### src/logic/reset_levels_params.svh
// Constants for the reset level sequencer and its pin timer
//
// Behaviour
// - Levels are strictly ordered and entering one asserts every lower level until run mode is reached.
// - The power-on level is entered on a power-on event, a software request or the reset pin low for over one second.
// - The power-on level clears shutdown memory, re-enables the reset pin and debug port, then moves to brownout.
// - The brownout level is entered on a power-on event, a brownout event in reset mode or on wake from shutdown.
// - The brownout level resets the power unit and core supply logic, then moves to the boot level.
// - The boot level is entered on brownout cascade, software, fatal clock failure or a short reset pin press.
// - The boot level runs the boot configuration routine and resets most core logic and configuration.
// - The boot level power-cycles the SRAM and then moves to the system level.
// - The system level is entered on boot cascade, boot loader entry or exit, watchdog, software or debug.
// - The system level resets processor and peripherals but leaves the clock and timekeeping domain alone.
// - Releasing the system level puts the device in run mode.
// - The processor-only level comes only from software or debug and touches processor logic alone.
// - The timekeeping domain is reset only by the boot, brownout or power-on levels.
// - A boot level caused by the reset pin or software keeps the timekeeping, clock and pin mux setup.
// - The brownout detector answers with a reset or an interrupt, at a selectable threshold.
// - Boot policies come from a dedicated flash region whose erased words mean the default values.
`ifndef RESET_LEVELS_PARAMS_SVH
`define RESET_LEVELS_PARAMS_SVH

// -------------------------------------------------------------------
// Timing
// -------------------------------------------------------------------
`define CLK_HZ          32'h017D7840
`define PIN_LONG_S      32'h00000001
`define PIN_LONG_CYC    (`PIN_LONG_S * `CLK_HZ)
`define LEVEL_HOLD_CYC  4'h8

// -------------------------------------------------------------------
// Boot configuration region and brownout threshold reset value
// -------------------------------------------------------------------
`define CFG_WORDS       4
`define CFG_ERASED      32'hFFFFFFFF
`define BOR_THR_RESET   2'h0

`endif

### src/logic/reset_levels_pkg.sv
// Types shared by the reset level sequencer
package reset_levels_pkg;
  typedef enum logic [2:0] {
    st_run,
    st_por,
    st_bor,
    st_boot,
    st_sys,
    st_cpu
  } level_t;
endpackage

### src/logic/pin_timer_if.sv
// Carrier between the reset pin timer and the level sequencer
`timescale 1ns/1ps
interface pin_timer_if;
  logic pin_en;
  logic pin_short;
  logic pin_long;
  modport timer (input pin_en, output pin_short, output pin_long);
  modport seq   (output pin_en, input pin_short, input pin_long);
endinterface

### src/logic/reset_pin_timer.sv
// Low-time classifier for the external reset pin
`timescale 1ns/1ps
`include "reset_levels_params.svh"
module reset_pin_timer #(
  parameter int unsigned LONG_CYC = `PIN_LONG_CYC
) (
  input  wire logic   clk_in,
  input  wire logic   sys_rst_in,
  input  wire logic   external_reset_pin_n_in,
  pin_timer_if.timer  tif
);
  localparam int unsigned CW = $clog2(LONG_CYC + 1);

  logic [CW-1:0] low_cnt_r;
  logic          long_done_r;
  logic          short_r;
  logic          long_r;

  assign tif.pin_short = short_r;
  assign tif.pin_long  = long_r;

  // Only the block reset clears this timer; the levels it triggers do not
  always_ff @(posedge clk_in) begin
    if (sys_rst_in) begin
      low_cnt_r   <= '0;
      long_done_r <= 1'b0;
      short_r     <= 1'b0;
      long_r      <= 1'b0;
    end else begin
      short_r <= 1'b0;
      long_r  <= 1'b0;
      if (!tif.pin_en || external_reset_pin_n_in) begin
        // Release decides a short press; a long one already fired
        short_r     <= tif.pin_en && (low_cnt_r != '0) && !long_done_r;
        low_cnt_r   <= '0;
        long_done_r <= 1'b0;
      end else if (!long_done_r) begin
        if (low_cnt_r == CW'(LONG_CYC)) begin
          long_r      <= 1'b1;
          long_done_r <= 1'b1;
        end else begin
          low_cnt_r <= low_cnt_r + CW'(1);
        end
      end
    end
  end
endmodule

### src/logic/reset_level_sequencer.sv
// Hierarchical reset level sequencer
`timescale 1ns/1ps
`include "reset_levels_params.svh"
module reset_level_sequencer #(
  parameter int unsigned PIN_LONG_CYC = `PIN_LONG_CYC,
  parameter int unsigned CFG_WORDS    = `CFG_WORDS,
  parameter int unsigned CFG_AW       = 4,
  parameter logic [CFG_WORDS*32-1:0] CFG_DEFAULTS = '0
) (
  input  wire logic                    clk_in,
  input  wire logic                    sys_rst_in,
  input  wire logic                    external_reset_pin_n_in,
  input  wire logic                    por_event_in,
  input  wire logic                    bor_event_in,
  input  wire logic                    shutdown_wake_in,
  input  wire logic                    sw_por_req_in,
  input  wire logic                    sw_boot_req_in,
  input  wire logic                    sw_sys_req_in,
  input  wire logic                    sw_cpu_req_in,
  input  wire logic                    clk_fail_in,
  input  wire logic                    wdt_timeout_in,
  input  wire logic                    debug_sys_req_in,
  input  wire logic                    debug_cpu_req_in,
  input  wire logic                    boot_loader_entry_in,
  input  wire logic                    boot_loader_exit_in,
  input  wire logic                    pin_debug_disable_in,
  input  wire logic                    bor_reset_mode_in,
  input  wire logic [1:0]              bor_threshold_in,
  input  wire logic [31:0]             cfg_rd_data_in,
  input  wire logic                    cfg_rd_valid_in,
  output logic                         por_level_out,
  output logic                         bor_level_out,
  output logic                         boot_level_reset_out,
  output logic                         system_level_reset_out,
  output logic                         processor_only_reset_out,
  output logic                         shutdown_mem_clear_out,
  output logic                         sram_power_cycle_out,
  output logic                         rtc_domain_reset_out,
  output logic                         pin_debug_enable_out,
  output logic                         run_mode_out,
  output logic                         bor_irq_out,
  output logic [1:0]                   bor_threshold_out,
  output logic                         cfg_rd_req_out,
  output logic [CFG_AW-1:0]            cfg_rd_addr_out,
  output logic [CFG_WORDS*32-1:0]      boot_policy_out,
  output logic [2:0]                   reset_cause_out
);
  // -----------------------------------------------------------------
  // Pin timer
  // -----------------------------------------------------------------
  pin_timer_if tif ();

  reset_pin_timer #(
    .LONG_CYC (PIN_LONG_CYC)
  ) u_pin_timer (
    .clk_in                  (clk_in),
    .sys_rst_in              (sys_rst_in),
    .external_reset_pin_n_in (external_reset_pin_n_in),
    .tif                     (tif.timer)
  );

  // -----------------------------------------------------------------
  // Declarations
  // -----------------------------------------------------------------
  reset_levels_pkg::level_t state_r;
  reset_levels_pkg::level_t state_nxt;
  reset_levels_pkg::level_t tgt;

  logic [3:0]        hold_r;
  logic [3:0]        hold_nxt;
  logic              rd_r;
  logic              rd_nxt;
  logic [CFG_AW-1:0] idx_r;
  logic [CFG_AW-1:0] idx_nxt;
  logic              boot_keep_r;
  logic              pin_dbg_en_r;
  logic              take;
  logic              hold_done;
  logic              cfg_take;
  logic              por_req;
  logic              bor_req;
  logic              boot_req;
  logic              sys_req;
  logic              cpu_req;
  logic [31:0]       policy_r [CFG_WORDS];

  assign tif.pin_en = pin_dbg_en_r;

  // -----------------------------------------------------------------
  // Request decode
  // -----------------------------------------------------------------
  // Brownout in interrupt mode raises no reset
  assign por_req  = por_event_in | sw_por_req_in | tif.pin_long;
  assign bor_req  = por_event_in | shutdown_wake_in
                  | (bor_event_in & bor_reset_mode_in);
  assign boot_req = sw_boot_req_in | clk_fail_in | tif.pin_short;
  assign sys_req  = boot_loader_entry_in | boot_loader_exit_in
                  | wdt_timeout_in | sw_sys_req_in
                  | debug_sys_req_in;
  assign cpu_req  = sw_cpu_req_in | debug_cpu_req_in;

  // Depth in the ladder; run sits below every level
  function automatic logic [2:0] depth(
    input reset_levels_pkg::level_t l
  );
    unique case (l)
      reset_levels_pkg::st_por:  depth = 3'h1;
      reset_levels_pkg::st_bor:  depth = 3'h2;
      reset_levels_pkg::st_boot: depth = 3'h3;
      reset_levels_pkg::st_sys:  depth = 3'h4;
      reset_levels_pkg::st_cpu:  depth = 3'h5;
      reset_levels_pkg::st_run:  depth = 3'h6;
    endcase
  endfunction

  always_comb begin
    tgt = reset_levels_pkg::st_run;
    if (por_req) begin
      tgt = reset_levels_pkg::st_por;
    end else if (bor_req) begin
      tgt = reset_levels_pkg::st_bor;
    end else if (boot_req) begin
      tgt = reset_levels_pkg::st_boot;
    end else if (sys_req) begin
      tgt = reset_levels_pkg::st_sys;
    end else if (cpu_req) begin
      tgt = reset_levels_pkg::st_cpu;
    end
  end

  // A request at or above the current level restarts there; lower
  // ones are absorbed because the cascade resets that logic anyway
  assign take = (tgt != reset_levels_pkg::st_run)
              && (depth(tgt) <= depth(state_r));
  assign hold_done = (hold_r == `LEVEL_HOLD_CYC - 4'h1);
  assign cfg_take  = rd_r && cfg_rd_valid_in
                   && (state_r == reset_levels_pkg::st_boot);

  // -----------------------------------------------------------------
  // Level ladder
  // -----------------------------------------------------------------
  always_comb begin
    state_nxt = state_r;
    hold_nxt  = hold_done ? hold_r : hold_r + 4'h1;
    rd_nxt    = rd_r;
    idx_nxt   = idx_r;
    if (take) begin
      state_nxt = tgt;
      hold_nxt  = 4'h0;
      rd_nxt    = 1'b0;
      idx_nxt   = '0;
    end else begin
      unique case (state_r)
        reset_levels_pkg::st_run: begin
          hold_nxt = 4'h0;
        end
        reset_levels_pkg::st_por: begin
          if (hold_done) begin
            state_nxt = reset_levels_pkg::st_bor;
            hold_nxt  = 4'h0;
          end
        end
        reset_levels_pkg::st_bor: begin
          if (hold_done) begin
            state_nxt = reset_levels_pkg::st_boot;
            hold_nxt  = 4'h0;
          end
        end
        reset_levels_pkg::st_boot: begin
          if (!rd_r && hold_done) begin
            rd_nxt = 1'b1;
          end else if (cfg_take) begin
            if (idx_r == CFG_AW'(CFG_WORDS - 1)) begin
              state_nxt = reset_levels_pkg::st_sys;
              hold_nxt  = 4'h0;
              rd_nxt    = 1'b0;
              idx_nxt   = '0;
            end else begin
              idx_nxt = idx_r + CFG_AW'(1);
            end
          end
        end
        reset_levels_pkg::st_sys: begin
          if (hold_done) begin
            state_nxt = reset_levels_pkg::st_run;
          end
        end
        reset_levels_pkg::st_cpu: begin
          if (hold_done) begin
            state_nxt = reset_levels_pkg::st_run;
          end
        end
      endcase
    end
  end

  // Block reset counts as a power-on, so the full ladder runs first
  always_ff @(posedge clk_in) begin
    if (sys_rst_in) begin
      state_r <= reset_levels_pkg::st_por;
      hold_r  <= 4'h0;
      rd_r    <= 1'b0;
      idx_r   <= '0;
    end else begin
      state_r <= state_nxt;
      hold_r  <= hold_nxt;
      rd_r    <= rd_nxt;
      idx_r   <= idx_nxt;
    end
  end

  // -----------------------------------------------------------------
  // Boot cause and pin enable
  // -----------------------------------------------------------------
  // Cascade from brownout or a clock failure must not keep the setup
  always_ff @(posedge clk_in) begin
    if (sys_rst_in) begin
      boot_keep_r <= 1'b0;
    end else if (take && tgt == reset_levels_pkg::st_boot) begin
      boot_keep_r <= (tif.pin_short | sw_boot_req_in)
                   & ~clk_fail_in;
    end else if (take && depth(tgt) < 3'h3) begin
      boot_keep_r <= 1'b0;
    end
  end

  // Re-enable wins over a disable landing in the same cycle
  always_ff @(posedge clk_in) begin
    if (sys_rst_in) begin
      pin_dbg_en_r <= 1'b1;
    end else if (state_nxt == reset_levels_pkg::st_por) begin
      pin_dbg_en_r <= 1'b1;
    end else if (pin_debug_disable_in) begin
      pin_dbg_en_r <= 1'b0;
    end
  end

  // -----------------------------------------------------------------
  // Boot policy store
  // -----------------------------------------------------------------
  // An erased word means the region was never reprogrammed
  for (genvar i = 0; i < CFG_WORDS; i++) begin : g_policy
    always_ff @(posedge clk_in) begin
      if (sys_rst_in) begin
        policy_r[i] <= CFG_DEFAULTS[i*32 +: 32];
      end else if (cfg_take && idx_r == CFG_AW'(i)) begin
        policy_r[i] <= (cfg_rd_data_in == `CFG_ERASED)
                     ? CFG_DEFAULTS[i*32 +: 32]
                     : cfg_rd_data_in;
      end
    end
    assign boot_policy_out[i*32 +: 32] = policy_r[i];
  end

  // -----------------------------------------------------------------
  // Level outputs
  // -----------------------------------------------------------------
  // Outputs follow the next state so they change with the state flop
  always_ff @(posedge clk_in) begin
    if (sys_rst_in) begin
      por_level_out            <= 1'b1;
      bor_level_out            <= 1'b1;
      boot_level_reset_out     <= 1'b1;
      system_level_reset_out   <= 1'b1;
      processor_only_reset_out <= 1'b1;
      shutdown_mem_clear_out   <= 1'b1;
      sram_power_cycle_out     <= 1'b1;
      rtc_domain_reset_out     <= 1'b1;
      run_mode_out             <= 1'b0;
    end else begin
      por_level_out   <= (depth(state_nxt) <= 3'h1);
      bor_level_out   <= (depth(state_nxt) <= 3'h2);
      boot_level_reset_out   <= (depth(state_nxt) <= 3'h3);
      system_level_reset_out <= (depth(state_nxt) <= 3'h4);
      processor_only_reset_out <= (depth(state_nxt) <= 3'h5);
      shutdown_mem_clear_out <= (state_nxt == reset_levels_pkg::st_por);
      sram_power_cycle_out <= (depth(state_nxt) <= 3'h3);
      rtc_domain_reset_out <= (depth(state_nxt) <= 3'h2)
        || (state_nxt == reset_levels_pkg::st_boot
            && !(take ? ((tif.pin_short | sw_boot_req_in)
                         & ~clk_fail_in)
                      : boot_keep_r));
      run_mode_out <= (state_nxt == reset_levels_pkg::st_run);
    end
  end

  always_ff @(posedge clk_in) begin
    if (sys_rst_in) begin
      pin_debug_enable_out <= 1'b1;
      cfg_rd_req_out       <= 1'b0;
      cfg_rd_addr_out      <= '0;
    end else begin
      pin_debug_enable_out <= (state_nxt == reset_levels_pkg::st_por)
                            || (pin_dbg_en_r && !pin_debug_disable_in);
      cfg_rd_req_out       <= rd_nxt;
      cfg_rd_addr_out      <= idx_nxt;
    end
  end

  // -----------------------------------------------------------------
  // Brownout configuration and cause
  // -----------------------------------------------------------------
  // Threshold only steers the analog detector; it is passed on flopped
  always_ff @(posedge clk_in) begin
    if (sys_rst_in) begin
      bor_irq_out       <= 1'b0;
      bor_threshold_out <= `BOR_THR_RESET;
      reset_cause_out   <= 3'h1;
    end else begin
      bor_irq_out <= bor_event_in & ~bor_reset_mode_in
                   & ~por_event_in;
      bor_threshold_out <= bor_threshold_in;
      if (take) begin
        reset_cause_out <= depth(tgt);
      end
    end
  end
endmodule

### config.mk
export PLATFORM = sky130hd
export DESIGN_NAME = reset_level_sequencer
export DESIGN_NICKNAME = d
export VERILOG_FILES = /design/src/logic/reset_levels_pkg.sv /design/src/logic/pin_timer_if.sv /design/src/logic/reset_pin_timer.sv /design/src/logic/reset_level_sequencer.sv
export VERILOG_INCLUDE_DIRS = /design/src /design/src/logic
export SDC_FILE = /design/constraint.sdc
export NUM_CORES = 1
export LEC_CHECK = 0
export BUFFER_PORTS_ARGS = -buffer_cell sky130_fd_sc_hd__buf_2
export CORE_MARGIN = 2
export CORE_UTILIZATION = 50
export CTS_CLUSTER_DIAMETER = 60
export DETAILED_ROUTE_END_ITERATION = 10
export PLACE_DENSITY = 0.73
export SKIP_LAST_GASP = 1
export SYNTH_ARGS = -nofsm -noshare
export SYNTH_HDL_FRONTEND = slang
export SYNTH_SLANG_ARGS = --single-unit
### constraint.sdc
create_clock -name clk_in -period 9.9 [get_ports clk_in]
set_clock_uncertainty 0.2 [all_clocks]
set_input_delay 1.98 -clock clk_in [delete_from_list [all_inputs] [get_ports clk_in]]
set_output_delay 1.98 -clock clk_in [all_outputs]
set_load 0.01 [all_outputs]
==> flow_metrics.env <==
export IMPL_synth_fa_ha_area_share_pct=1.816
export IMPL_drt_wirelength_per_cell_um=18.11
export IMPL_ys_flop_type="edfxtp_1"
export IMPL_fin_area_mm2=0.009311
export IMPL_whs_endpoint="reset_cause_out[2]"
export IMPL_syn_to_final_growth_pct=22.87
export IMPL_clkSinkCount=185
export IMPL_power_density_mw_per_mm2=199.2
export IMPL_syn_nets=717
export IMPL_total_power_uw=1855
export IMPL_die_area_mm2=0.01616
export IMPL_synth_compound_gate_area_share_pct=5.762
export IMPL_arrival_ps=4710
export IMPL_synthArstFlopShare_pct=0
export IMPL_slew_headroom_pct=24.18
export IMPL_postCtsSetupRepairBufs=0
export IMPL_nFillCells=1172
export IMPL_synthMuxAreaShare_pct=0.3962
export IMPL_hpwl_mm=13.57
export IMPL_tns_ps=0
export IMPL_p_leak_uw=0.003889
export IMPL_critPathLaunchType="primary input"
export IMPL_hold_buffers=0
export IMPL_coreArea_mm2=0.01464
export IMPL_vias=5800
export IMPL_critPathRequiredTime_ps=9880
export IMPL_clk_latency_ps=430
export IMPL_worst_slew_pin_slew_ps=1135
export IMPL_cts_buffers=17
export IMPL_antennaDiodeCount=0
export IMPL_ys_warn_count=0
export IMPL_min_period_ps=4725
export IMPL_fin_cells=1052
export IMPL_cts_tree="built"
export IMPL_hold_depth=2
export IMPL_synth_area_mm2=0.007579
export IMPL_antenna_found_initial=0
export IMPL_path_clk_slew_ps=70
export IMPL_cp_max_fo=33
export IMPL_synth_xor_xnor_area_share_pct=2.889
export IMPL_htreeDepth=4
export IMPL_grt_pass1_wl_mm=29.61
export IMPL_min_from="reset_cause_out[2]"
export IMPL_ys_seq_area_share_pct=65.78
export IMPL_placement_rows=44
export IMPL_r2r_end="policy_r[0][19]"
export IMPL_grt_setup_unrepaired="false"
export IMPL_r2r_slack_ps=6780
export IMPL_end_kind="flip-flop"
export IMPL_hold_path_class="flip-flop to flip-flop"
export IMPL_ant_nets=0
export IMPL_drt_initial_drc_count=479
export IMPL_ioPinCount=202
export IMPL_synth_edf_count=128
export IMPL_drt_total_wl_mm=19.05
export IMPL_final_common_cell="buf_2"
export IMPL_layout_drive_gt1_share_pct=29.72
export IMPL_clock_fmax_mhz=211.6
export IMPL_synth_top_area_share_pct=50.72
export IMPL_grt_ovfl_total=0
export IMPL_initial_utilization_pct=51.75
export IMPL_r2r_cells=6
export IMPL_final_cell_mix="buf_2, nor2_1, edfxtp_1"
export IMPL_multi_input_area_mm2=0.002420
export IMPL_seq_area_mm2=0.004985
export IMPL_fin_nets=919
export IMPL_syn_area_per_cell_um2=11.61
export IMPL_worstSetupPathType="primary input to flip-flop"
export IMPL_max_cap_viol_count=0
export IMPL_clock_root_buffer="clkbuf_16"
export IMPL_ir_worst_vdd_mv=0.1234
export IMPL_synth_area_leader_cell="edfxtp_1"
export IMPL_cts_resized_gates=0
export IMPL_place_inst=1020
export IMPL_placed_area_mm2=0.008765
export IMPL_synthTopCellsByArea="edfxtp_1, dfxtp_1, nor2_1, nand2_1, and2_1"
export IMPL_clock_path_buffers=2
export IMPL_grt_pass1_vias=5600
export IMPL_die_w_um=127.1
export IMPL_synthSimpleGateAreaFrac_pct=20.92
export IMPL_syn_inst=653
export IMPL_ys_seq_elements=185
export IMPL_grtUsageTotal_pct=23.69
export IMPL_hold_viol_final=0
export IMPL_setup_violations=0
export IMPL_drv_slew=0
export IMPL_drt_pass1_iterations=5
export IMPL_portBuffers=201
export IMPL_synth_top_family_by_area="simple AND/OR/NAND/NOR gates"
export IMPL_drc=0
export IMPL_fin_crit_sh_pct=47.73
export IMPL_gp_congestion=0.8707
export IMPL_netlist_cell_type_count=56
export IMPL_grt_start_max_net_pins=34
export IMPL_dieHeight_um=127.1
export IMPL_reg2reg_from="state_r[1]"
export IMPL_vias_per_cell=5.513
export IMPL_status="finished, final reports clean"
[sequential cells by signal, summed over array words and instances (netlist names), 2 cells and up]
name and cells:
cfg_rd_addr_out 4, reset_cause_out 3, state_r 3, u_pin_timer.low_cnt_r 25, bor_threshold_out 2, hold_r 4, policy_r 128
[area by class of cell]
| class | instances | share of cell area (%) |
|---|---|---|
| Clock buffer | 17 | 4.569 |
| Clock inverter | 15 | 1.303 |
| Sequential cell | 185 | 53.53 |
| Timing Repair Buffer | 209 | 11.45 |
| Tap cell | 184 | 2.472 |
| Inverter | 17 | 0.6853 |
| Multi-Input combinational cell | 425 | 25.99 |
[worst max-delay path by stage]
| stage | start | end | cells after the start |
|---|---|---|---|
| 3_5_place_dp | cfg_rd_data_in[15] | policy_r[2][17] | 6 |
| 2_1_floorplan | cfg_rd_valid_in | policy_r[3][0] | 2 |
| 6_report | cfg_rd_data_in[13] | policy_r[2][17] | 6 |
| 4_1_cts | cfg_rd_data_in[15] | policy_r[2][17] | 6 |
| 5_1_grt | cfg_rd_data_in[15] | policy_r[2][18] | 6 |
| 3_3_place_gp | cfg_rd_data_in[15] | policy_r[2][22] | 6 |
[metal layers]
metal | share of wire (%) | vias to the layer above | global-route usage (%)
li1 | - | 2701 | -
met1 | 41 | 2833 | 29.29
met2 | 51 | 234 | 41.14
met3 | 6.5 | 32 | 5.402
met4 | 2.0 | 0 | 8.274
met5 | 0 | - | 0
[logic make-up (layout without fill, tap and decap cells)]
family / after synthesis / count (layout)
fa+ha+maj: 11 / 11
buf+inv: 43 / 258
simple gates: 327 / 327
xor+xnor: 25 / 25
mux: 3 / 3
compound gates: 59 / 59
flops: 185 / 185
[critical path, cell delays in order]
cell and delay (ps):
buf_2 120, nand4_1 140, nor4_1 490, nand2_1 800, and3_1 820, and2_1 330
[power by group]
| part | switching (uW) | leakage (uW) | internal (uW) |
|---|---|---|---|
| combinational | 197 | 0.00186 | 118 |
| sequential | 30.6 | 0.00176 | 877 |
| clock | 288 | 0.000267 | 346 |
[cell usage after synthesis (5+ instances only)]
master	n
nand2_1	62
a31oi_1	5
and3_1	12
ha_1	11
a21oi_1	13
nand4_1	16
nand3_1	14
xor2_1	13
nor2_1	140
dfxtp_1	57
or3_1	5
xnor2_1	12
nor3_1	8
o21ai_0	13
inv_1	17
nor4_1	9
clkbuf_1	19
and2_1	35
edfxtp_1	128
[metrics by stage]
stage | setup slack, ps | hold slack [ps] | util (%)
after global placement | 4671 | 255.7 | 59.85
after global routing | 4924 | 296.5 | 63.59
final | 5175 | 267.8 | 63.59
after detailed placement | 4643 | 263.9 | 59.85
after floorplan | 4779 | 245.7 | -
after CTS | 5114 | 274.0 | 63.59
Note: power is estimated with default switching activity, not from simulation.
